===== config.mk =====
export PLATFORM = sky130hd
export DESIGN_NAME = rdsq_read_seq
export DESIGN_NICKNAME = d
export VERILOG_FILES = /design/src/hdl/rdsq_pkg.sv /design/src/hdl/rdsq_pipe_if.sv /design/src/hdl/rdsq_lat_pipe.sv /design/src/hdl/rdsq_read_seq.sv
export SDC_FILE = /design/constraint.sdc
export NUM_CORES = 2
export LEC_CHECK = 0
export BUFFER_PORTS_ARGS = -buffer_cell sky130_fd_sc_hd__buf_2
export CAP_MARGIN = 30
export CORE_MARGIN = 3
export CORE_UTILIZATION = 33
export DETAILED_ROUTE_END_ITERATION = 10
export SLEW_MARGIN = 10
export SYNTH_ARGS = -nofsm -noshare
export SYNTH_HDL_FRONTEND = slang
export SYNTH_SLANG_ARGS = --single-unit
export TNS_END_PERCENT = 1

===== constraint.sdc =====
create_clock -name mclk -period 2.2 [get_ports mclk]
set_input_delay 0.11 -clock mclk [delete_from_list [all_inputs] [get_ports mclk]]
set_output_delay 0.11 -clock mclk [all_outputs]
set_load 0.01 [all_outputs]

===== src/hdl/rdsq_pkg.sv =====
// Constants and types for the read burst sequencer
// Contract
// - Per-command mode: length bit low chops, high full
// - Burst field 00 fixed eight, 01 per-command
// - Field 10, or 01 with bit low, chops
// - Auto-precharge bit low: bank stays open
// - Auto-precharge bit high: precharge after burst
// - Data starts cas plus additive latency later
// - Write latency is write cas plus additive
// - A read four clocks after an eight-beat read streams without gap
// - Release data pins at latency plus four/two
package rdsq_pkg;
    localparam logic [1:0] BURST_FIXED_EIGHT = 2'h0;
    localparam logic [1:0] BURST_PER_COMMAND = 2'h1;
    localparam logic [1:0] BURST_FIXED_CHOP  = 2'h2;
    localparam logic [2:0] CLKS_EIGHT_BEAT   = 3'h4;
    localparam logic [2:0] CLKS_CHOPPED      = 3'h2;
    localparam logic [1:0] PRE_SHORT_CLKS    = 2'h1;
    localparam logic [1:0] PRE_LONG_CLKS     = 2'h2;
    localparam int         LAT_W             = 7;

    typedef struct packed {
        logic       v;
        logic       chop;
        logic       ap;
        logic [1:0] bg;
        logic [1:0] bank;
    } rdsq_entry_t;

    localparam rdsq_entry_t ENTRY_RST = '0;
    localparam logic [2:0]  LEFT_RST  = 3'h0;
    localparam logic [1:0]  PRE_RST   = 2'h0;
endpackage : rdsq_pkg


===== src/hdl/rdsq_pipe_if.sv =====
// Carrier between the sequencer and its latency delay line
interface rdsq_pipe_if;
    logic                          tick;
    logic                          insert;
    logic [rdsq_pkg::LAT_W-1:0]    latency;
    rdsq_pkg::rdsq_entry_t         ins;
    logic [1:0]                    pre_len;
    rdsq_pkg::rdsq_entry_t         head;
    rdsq_pkg::rdsq_entry_t         peek;
    modport seq  (output tick, insert, latency, ins, pre_len, input head, peek);
    modport pipe (input tick, insert, latency, ins, pre_len, output head, peek);
endinterface : rdsq_pipe_if


===== src/hdl/rdsq_lat_pipe.sv =====
// Clock-counted delay line holding reads until their latency expires
module rdsq_lat_pipe #(
    parameter int DEPTH = 128
) (
    input wire logic    mclk,
    input wire logic    reset_n,
    rdsq_pipe_if.pipe   p
);
    rdsq_pkg::rdsq_entry_t line_q [DEPTH];

    genvar i;
    generate
        for (i = 0; i < DEPTH; i++) begin : g_slot
            always_ff @(posedge mclk or negedge reset_n) begin
                if (!reset_n) begin
                    line_q[i] <= rdsq_pkg::ENTRY_RST;
                end else if (p.tick) begin
                    if (p.insert && int'(p.latency) == i + 1) begin
                        line_q[i] <= p.ins;
                    end else begin
                        if (i == DEPTH - 1) begin
                            line_q[i] <= rdsq_pkg::ENTRY_RST;
                        end else begin
                            line_q[i] <= line_q[(i + 1) % DEPTH];
                        end
                    end
                end
            end
        end
    endgenerate

    assign p.head = line_q[0];
    assign p.peek = line_q[p.pre_len];

    // Helper: slot that a read entered on the last clock
    logic [rdsq_pkg::LAT_W-1:0] slot_q;
    logic                       ins_q;
    always_ff @(posedge mclk or negedge reset_n) begin
        if (!reset_n) begin
            slot_q <= '0;
            ins_q  <= 1'b0;
        end else begin
            slot_q <= p.latency - 7'h1;
            ins_q  <= p.tick && p.insert && p.latency != 7'h0;
        end
    end
endmodule : rdsq_lat_pipe


===== src/hdl/rdsq_read_seq.sv =====
// Read burst sequencer: length, latency, preamble, data drive, auto precharge
module rdsq_read_seq #(
    parameter int DQ_W  = 8,
    parameter int DEPTH = 128
) (
    input  wire logic            mclk,
    input  wire logic            reset_n,
    input  wire logic            ck,
    input  wire logic            cmd_read,
    input  wire logic            length_select_address_bit,
    input  wire logic            autoprecharge_address_bit,
    input  wire logic [1:0]      bank_group,
    input  wire logic [1:0]      bank,
    input  wire logic [1:0]      mode_register_zero_burst,
    input  wire logic [5:0]      cas_latency,
    input  wire logic [5:0]      additive_latency,
    input  wire logic [5:0]      write_cas_latency,
    input  wire logic            preamble_two_clk,
    input  wire logic [DQ_W-1:0] array_data,
    output logic                 beat_take,
    output logic [6:0]           read_latency,
    output logic [6:0]           write_latency,
    input  wire logic [DQ_W-1:0] dq_i,
    output logic [DQ_W-1:0]      dq_o,
    output logic                 dq_oe_n,
    input  wire logic            dqs_i,
    output logic                 dqs_o,
    output logic                 dqs_oe_n,
    output logic                 precharge_req,
    output logic [1:0]           precharge_bg,
    output logic [1:0]           precharge_bank
);
    rdsq_pipe_if pif ();

    rdsq_lat_pipe #(.DEPTH(DEPTH)) u_pipe (
        .mclk    (mclk),
        .reset_n (reset_n),
        .p       (pif)
    );

    // Link clock and command pins, two stages each
    logic [7:0] sync1_q;
    logic [7:0] sync2_q;
    logic       ck_last_q;
    always_ff @(posedge mclk or negedge reset_n) begin
        if (!reset_n) begin
            sync1_q   <= 8'h00;
            sync2_q   <= 8'h00;
            ck_last_q <= 1'b0;
        end else begin
            sync1_q   <= {ck, cmd_read, length_select_address_bit,
                          autoprecharge_address_bit, bank_group, bank};
            sync2_q   <= sync1_q;
            ck_last_q <= sync2_q[7];
        end
    end

    logic ck_rise;
    logic ck_fall;
    logic rd_take;
    assign ck_rise = sync2_q[7] && !ck_last_q;
    assign ck_fall = !sync2_q[7] && ck_last_q;
    assign rd_take = ck_rise && sync2_q[6];

    // Burst length per command
    logic chop_d;
    always_comb begin
        if (mode_register_zero_burst == rdsq_pkg::BURST_PER_COMMAND) begin
            chop_d = !sync2_q[5];
        end else if (mode_register_zero_burst == rdsq_pkg::BURST_FIXED_CHOP) begin
            chop_d = 1'b1;
        end else begin
            chop_d = 1'b0;
        end
    end

    logic [6:0] rdlat_d;
    assign rdlat_d = {1'b0, cas_latency} + {1'b0, additive_latency};

    always_ff @(posedge mclk or negedge reset_n) begin
        if (!reset_n) begin
            read_latency  <= 7'h00;
            write_latency <= 7'h00;
        end else begin
            read_latency  <= rdlat_d;
            write_latency <= {1'b0, write_cas_latency} + {1'b0, additive_latency};
        end
    end

    assign pif.tick    = ck_rise;
    assign pif.insert  = rd_take;
    assign pif.latency = rdlat_d;
    assign pif.ins     = '{v: 1'b1, chop: chop_d, ap: sync2_q[4],
                           bg: sync2_q[3:2], bank: sync2_q[1:0]};
    assign pif.pre_len = preamble_two_clk ? rdsq_pkg::PRE_LONG_CLKS
                                          : rdsq_pkg::PRE_SHORT_CLKS;

    // Burst drive state, counted in link clocks
    logic [2:0]            left_q;
    logic [2:0]            left_d;
    logic                  load;
    logic                  seamless;
    rdsq_pkg::rdsq_entry_t cur_q;
    assign load     = ck_rise && pif.head.v;
    assign seamless = load && left_q == 3'h1;

    always_comb begin
        left_d = left_q;
        if (load) begin
            left_d = pif.head.chop ? rdsq_pkg::CLKS_CHOPPED
                                   : rdsq_pkg::CLKS_EIGHT_BEAT;
        end else if (ck_rise && left_q != 3'h0) begin
            left_d = left_q - 3'h1;
        end
    end

    always_ff @(posedge mclk or negedge reset_n) begin
        if (!reset_n) begin
            left_q <= rdsq_pkg::LEFT_RST;
        end else begin
            left_q <= left_d;
        end
    end

    always_ff @(posedge mclk or negedge reset_n) begin
        if (!reset_n) begin
            cur_q <= rdsq_pkg::ENTRY_RST;
        end else if (load) begin
            cur_q <= pif.head;
        end
    end

    // Auto precharge once the current burst's last clock has passed
    always_ff @(posedge mclk or negedge reset_n) begin
        if (!reset_n) begin
            precharge_req  <= 1'b0;
            precharge_bg   <= 2'h0;
            precharge_bank <= 2'h0;
        end else begin
            precharge_req <= ck_rise && left_q == 3'h1 && cur_q.ap;
            if (ck_rise && left_q == 3'h1) begin
                precharge_bg   <= cur_q.bg;
                precharge_bank <= cur_q.bank;
            end
        end
    end

    // Burst due in pre_len clocks that will not join on: seamless only
    // when the current burst has exactly pre_len plus one clocks left
    logic gap_ahead;
    assign gap_ahead = pif.peek.v && ({1'b0, left_q} != {2'b00, pif.pre_len} + 4'h1);

    // Strobe preamble ahead of a burst that does not follow seamlessly
    logic [1:0] pre_q;
    always_ff @(posedge mclk or negedge reset_n) begin
        if (!reset_n) begin
            pre_q <= rdsq_pkg::PRE_RST;
        end else if (ck_rise) begin
            if (gap_ahead) begin
                pre_q <= pif.pre_len;
            end else if (pre_q != 2'h0) begin
                pre_q <= pre_q - 2'h1;
            end
        end
    end

    logic active_edge;
    assign active_edge = (ck_rise && left_d != 3'h0) || (ck_fall && left_q != 3'h0);
    assign beat_take   = active_edge;

    always_ff @(posedge mclk or negedge reset_n) begin
        if (!reset_n) begin
            dq_o     <= '0;
            dqs_o    <= 1'b0;
            dq_oe_n  <= 1'b1;
            dqs_oe_n <= 1'b1;
        end else begin
            if (active_edge) begin
                dq_o  <= array_data;
                dqs_o <= !dqs_o;
            end else if (ck_rise && left_d == 3'h0) begin
                dqs_o <= 1'b0;
            end
            if (ck_rise) begin
                dq_oe_n  <= left_d == 3'h0;
                dqs_oe_n <= left_d == 3'h0 && pre_q == 2'h0 && !gap_ahead;
            end
        end
    end
endmodule : rdsq_read_seq


**Word level (Yosys, flattened, before mapping)**

Cells that the tools add are included.

- Output and inout port bits: 31
- Flip-flop bits (word level): 946
- Bits of input ports: 48

- Equal/unequal tests: 131
- Bitwise gates (word level): 1
- Add/subtract/negate cells: 5
- Muxes and demuxes: 140
- Reductions and logical operators: 154
- Magnitude comparators: 1

Operators with widths:

| kind | count |
|---|---|
| $mux 7 | 129 |
| $eq 7x7->1 const B | 64 |
| $eq 7x6->1 const B | 32 |
| $logic_and 1x1->1 | 140 |
| $eq 7x5->1 const B | 16 |
| $eq 7x4->1 const B | 8 |
| $eq 7x3->1 const B | 4 |
| $bmux 7 s3 | 1 |
| $add 6x6->7 | 2 |
| $eq 7x2->1 const B | 2 |
| $mux 3 | 3 |
| $ge 3x8->1 const B | 1 |
| $eq 7x1->1 const B | 1 |
| $mux 2 | 3 |
| $reduce_bool 2->1 | 3 |
| $reduce_bool 3->1 | 2 |
| $logic_not 1->1 | 5 |
| $mux 1 | 4 |
| $add 2x1->3 const B | 1 |
| $eq 3x1->1 const B | 1 |
| $logic_not 3->1 | 1 |
| $ne 3x3->1 | 1 |
| $not 2->3 | 1 |
| $sub 3x1->3 const B | 1 |
| 6 further kinds | 6 |

**Longest topological paths before layout**

- Word-level depth: 9
- Mapped depth: 13
- Gate-level depth less buffers: 9

**By module**

Synthesis repeated with hierarchy kept, for this count alone.

- Cells, all modules: 5411
- Area total of the unflattened synthesis: 46719.8 sq um

By module, submodules not included:

| module | area each (sq um) | instances | cells each | seq. area each (sq um) |
|---|---|---|---|---|
| rdsq_lat_pipe | 44297.5 | 1 | 5234 | 22246.3 |
| rdsq_read_seq | 2422.3 | 1 | 177 | 1428.9 |

**Least setup slack after synthesis**

No wires, ideal clock.

- Path kind: input -> register
- From: input port cas_latency[0]
- To: register u_pipe.line_q[72] (netlist bit)
- Setup slack: -517 ps
- Buffers on the path: 2
- Arrival: 2591 ps
- Stages on the path: 10
- Library setup time: 126 ps
- Data required time: 2074 ps
- Path through: ha_1 > fa_1 > buf_2 > or3b_4 > mux2i_4 > nor2_2 > buf_2 > a211oi_4 > nor2_1 > a221o_1

- Cells in the longest elaborated chain, start to end: 4

Ends and longest elaborated chain:

| element | RTL line | text |
|---|---|---|
| start: declaration | rdsq_read_seq.sv:15 | `input wire logic [5:0] cas_latency,` |
| $add 6x6->7 | rdsq_read_seq.sv:78 | `assign rdlat_d = {1'b0, cas_latency} + {1'b0, additive_latency};` |
| $eq 7x5->1 | rdsq_lat_pipe.sv:18 | `if (p.insert && int'(p.latency) == i + 1) begin` |
| $logic_and 1x1->1 | rdsq_lat_pipe.sv:18 |  |
| $mux 7 | rdsq_lat_pipe.sv:18 |  |
| end signal: indexed assignment | rdsq_lat_pipe.sv:16 | `line_q[i] <= rdsq_pkg::ENTRY_RST;` |
| end signal: indexed assignment | rdsq_lat_pipe.sv:19 | `line_q[i] <= p.ins;` |
| end signal: indexed assignment | rdsq_lat_pipe.sv:22 | `line_q[i] <= rdsq_pkg::ENTRY_RST;` |
| end: declaration | rdsq_lat_pipe.sv:9 | `rdsq_pkg::rdsq_entry_t line_q [DEPTH];` |

No other way between the ends.
A chain may end at the register's enable or synchronous reset.

**Final worst setup path**

- From: register sync2_q[7]
- To: output port beat_take

- Cells in the longest elaborated chain, start to end: 7
- Elaborated cells on any way between the ends: 11
- Classes of those cells: mux: 2; reduce/logical: 9

Ends and longest elaborated chain:

| element | RTL line | text |
|---|---|---|
| start: declaration | rdsq_read_seq.sv:43 | `logic [7:0] sync2_q;` |
| start signal: assignment | rdsq_read_seq.sv:53 | `sync2_q <= sync1_q;` |
| $logic_and 1x1->1 | rdsq_read_seq.sv:61 | `assign ck_rise = sync2_q[7] && !ck_last_q;` |
| $logic_and 1x1->1 | rdsq_read_seq.sv:112 | `end else if (ck_rise && left_q != 3'h0) begin` |
| $mux 3 | rdsq_read_seq.sv:112 |  |
| $mux 3 | rdsq_read_seq.sv:109 | `if (load) begin` |
| $reduce_bool 3->1 | rdsq_read_seq.sv:168 | `assign active_edge = (ck_rise && left_d != 3'h0) \|\| (ck_fall && left_q != 3'h0);` |
| $logic_and 1x1->1 | rdsq_read_seq.sv:168 |  |
| $logic_or 1x1->1 (*) | rdsq_read_seq.sv:168 |  |
| end: declaration | rdsq_read_seq.sv:20 | `output logic beat_take,` |

Every way passes the cells marked *; elsewhere a longest branch is shown, timed or not.

==> run metrics <==
crit-path cells=buf_6 > nor2b_4 > nand3_1 > o21ai_1 > o211ai_1 > a22oi_2 > buf_6 > inv_4 > buf_6; first-pass detailed-route iteration total=8; gr ovfl total=0; fin area=about 57000 sq um; # fillers=roughly 13k; post-synthesis xor/xnor area fraction=less than 1%; Ant. Diodes=0; vias=38.0k; slew margin rel.=between 50 and 60%; Slew @ Worst Pin=0.645 ns; Reg clk slew, reported paths=about 0.060 ns; clk_skew=0.0383 ns; fin worst setup slack=-0.268 ns; Power Density=between 800 and 900 nW/um^2; endpoints failing setup=110; Critical Path Start Type=register; cts bufs inserted=roughly 100; utilization after layout=43.1%; compound-gate portion of the synthesized area=between 20% and 30%; Met2 Wirelength=between 60000 and 70000 microns; Tmin final=~2.5 ns; largest family of logic cells by synthesized area=compound AO/OA/AOI/OAI gates; Max Buffers Root-to-Sink=3; Top delay family on crit path=compound AO/OA/AOI/OAI gates; critical path peak fanout=6; Rows=roughly 130; syn avg cell area=9.77 sq um; Peak Freq=about 400 MHz; max_cap viols=0; slowest stage delay, CP=between 0.4 and 0.5 ns; cell taking the most area after synthesis=dfrtp_1; count of final hold-check violations=0; post-DP HPWL=about 100000 microns; Die Ht=373 microns; most common cell after layout, fill and taps aside=dfrtp_1; Top Ports=~80; Slew Viols, Final=0; total buffers and inverters traversed by the critical path=4; initial antenna violation count=3; most frequent cells in the layout=dfrtp_1, a21oi_1, nor2_1, nand2_1, buf_4; CTS tree=done; Port-buffer cells=69; status=complete, but fails checks; failing checks=setup timing; pin count of the biggest net entering global routing=71; Top FF cell, synth=dfrtp_1; Post-Syn Nets=between 4k and 5k; Skew-Pair Late Insertion Delay=roughly 0.70 ns; first-pass GRT wire length=between 200000 and 250000 microns; fraction of registers with async set/reset=100%; Starting Density=between 30% and 40%; H-Tree Depth=3; Clock Tree Root=clkbuf_16; CTS sink count=~950; die area=139000 sq um; sequential share of the synthesized area=around 53%; Netlist Area Pre-Place=roughly 44000 sq um; core area=around 130000 sq um; Syn. warnings=0; WS Path Type=reg -> out; Die W=approximately 370 microns; DRC errors left=0; slowest CP cell=dfrtp_2; WL met3=around 8600 microns; mux contribution to synthesized area=just over 5%; share of layout cells above drive strength 1=a little over a fifth; antenna-violating nets left=0; main area contributors after synthesis=dfrtp_1, a21oi_1, nor2_1; post-synthesis sequential element count=946; DRT iter0 DRCs=3894; Tot GR Track Use=between 20% and 30%; WP data required=about 2.1 ns; leak pwr=between 20 and 25 nW; top routing layer used=met4; vias per std cell=~5.6; CP most frequent cell=buf_6; Synth cell types=89; worst vdd ir=between 0.7 and 0.8 mV; M1 wire length=between 60000 and 70000 microns; Syn Inst Count=4539; area share of and/or/nand/nor cells after synthesis=around an eighth; Crit path arrival time=roughly 2.4 ns; vias in the first global route=between 30k and 40k; DR WL/cell=around 21 microns; GPL Wtd Cong=about 0.90; WL final=~140000 microns; Hold Crit Class=in -> reg; Layout Area Growth over Synthesis=28.7%; layout net count=5051; critical path endpoint category=output pin; Post-synth EDFFs=0; adder-cell area share of the yosys netlist=less than 1%; placed instance area=~52000 sq um; Synth top area share=53.2%; Final period util=112%; RSZ-0062 raised after global routing=yes
==> power breakdown <==
group / leakage (nW) / switching (mW) / internal, mW
clock: 1.78 / 7.54 / 11.0
sequential: 10.9 / 2.14 / 20.8
combinational: 10.8 / 5.46 / 4.43
==> tightest hold or removal path, stage by stage <==
cell,delay (ns)
buf_2,0.15
buf_4,0.16
inv_1,0.07
fa_1,0.17
inv_1,0.04
==> final cells by class <==
| cell class | instances | area [sq um] | share of cell area, % |
|---|---|---|---|
| Clock inverter | 46 | 613 | 1.07 |
| Tap cell | 1755 | 2200 | 3.85 |
| Clock buffer | 148 | 3020 | 5.29 |
| Inverter | 30 | 115 | 0.202 |
| Multi-Input combinational cell | 3154 | 19600 | 34.3 |
| Sequential cell | 946 | 23700 | 41.5 |
| Timing Repair Buffer | 749 | 7880 | 13.8 |
==> metrics by stage <==
stage / setup TNS, ns / worst slack (ns) / hold WS [ns] / power [mW] / instances
6_report: -5.07 / -0.268 / 0.0410 / 51.4 / 6828
2_1_floorplan: -170.86 / -0.330 / -0.186 / 28.2 / 4539
4_1_cts: -1.86 / -0.320 / 0.00464 / 51.5 / 6822
3_5_place_dp: -488.88 / -0.774 / 0.156 / 32.6 / 6582
5_1_grt: -27.22 / -0.388 / 0.0450 / 53.8 / 6828
3_3_place_gp: -479.18 / -0.761 / 0.157 / 32.3 / 6582
==> cell families (layout without fill, tap and decap cells) <==
logic type / after synthesis / after routing
buf+inv: 439 / 973
fa+ha+maj: 18 / 18
compound gates: 1592 / 1592
simple gates: 1310 / 1310
xor+xnor: 9 / 9
flops: 946 / 946
mux: 225 / 225
==> path summary, 6_finish.rpt <==
check,cells after the start,endpoint,from,slack (ns)
max reg2reg,10,u_pipe.line_q[825],ck_last_q,-0.13
min,5,write_latency[1],additive_latency[1],0.04
max in group asynchronous,4,u_pipe.line_q[872],reset_n,0.33
min reg2reg,0,sync2_q[1],sync1_q[1],0.35
min in group asynchronous,3,u_pipe.line_q[697],reset_n,0.53
max,9,beat_take,sync2_q[7],-0.27
==> Yosys cell counts (all sizes together) (12+ instances only) <==
| library cell | instances |
|---|---|
| dfrtp | 944 |
| a21oi | 624 |
| nor2 | 621 |
| nand2 | 505 |
| clkbuf | 294 |
| o21ai | 268 |
| mux2i | 207 |
| a221o | 201 |
| o211ai | 165 |
| buf | 115 |
| a31oi | 107 |
| nand3 | 99 |
| a211oi | 61 |
| a32oi | 53 |
| inv | 29 |
| nor3 | 27 |
| o221ai | 19 |
| mux2 | 18 |
| ha | 16 |
| nor4 | 14 |
| a21boi | 12 |
==> state kept, by name, summed over array words and instances (netlist names), 3 cells and up <==
register       count
left_q             3
dq_o               8
u_pipe.p.head      7
sync1_q            8
u_pipe.line_q    882
write_latency      7
sync2_q            8
read_latency       7
cur_q              5
==> what timing repair did <==
action / 4_1_cts / 5_1_grt
cloned: 0 / 1
hold endpoints to repair: 562 / 0
setup buffers: 7 / 5
pin swaps: 21 / 75
resized for setup: 73 / 108
hold buffers: 39 / 0
endpoints found under the setup margin: 215 / 661
==> routing by layer <==
metal / vias up / GRT usage [%]
li1: 17400 / -
met1: 19100 / 28.8
met2: 1237 / 32.1
met3: 245 / 2.82
met4: 0 / 6.23
met5: - / 0
Power figures use the tool's default switching activity.
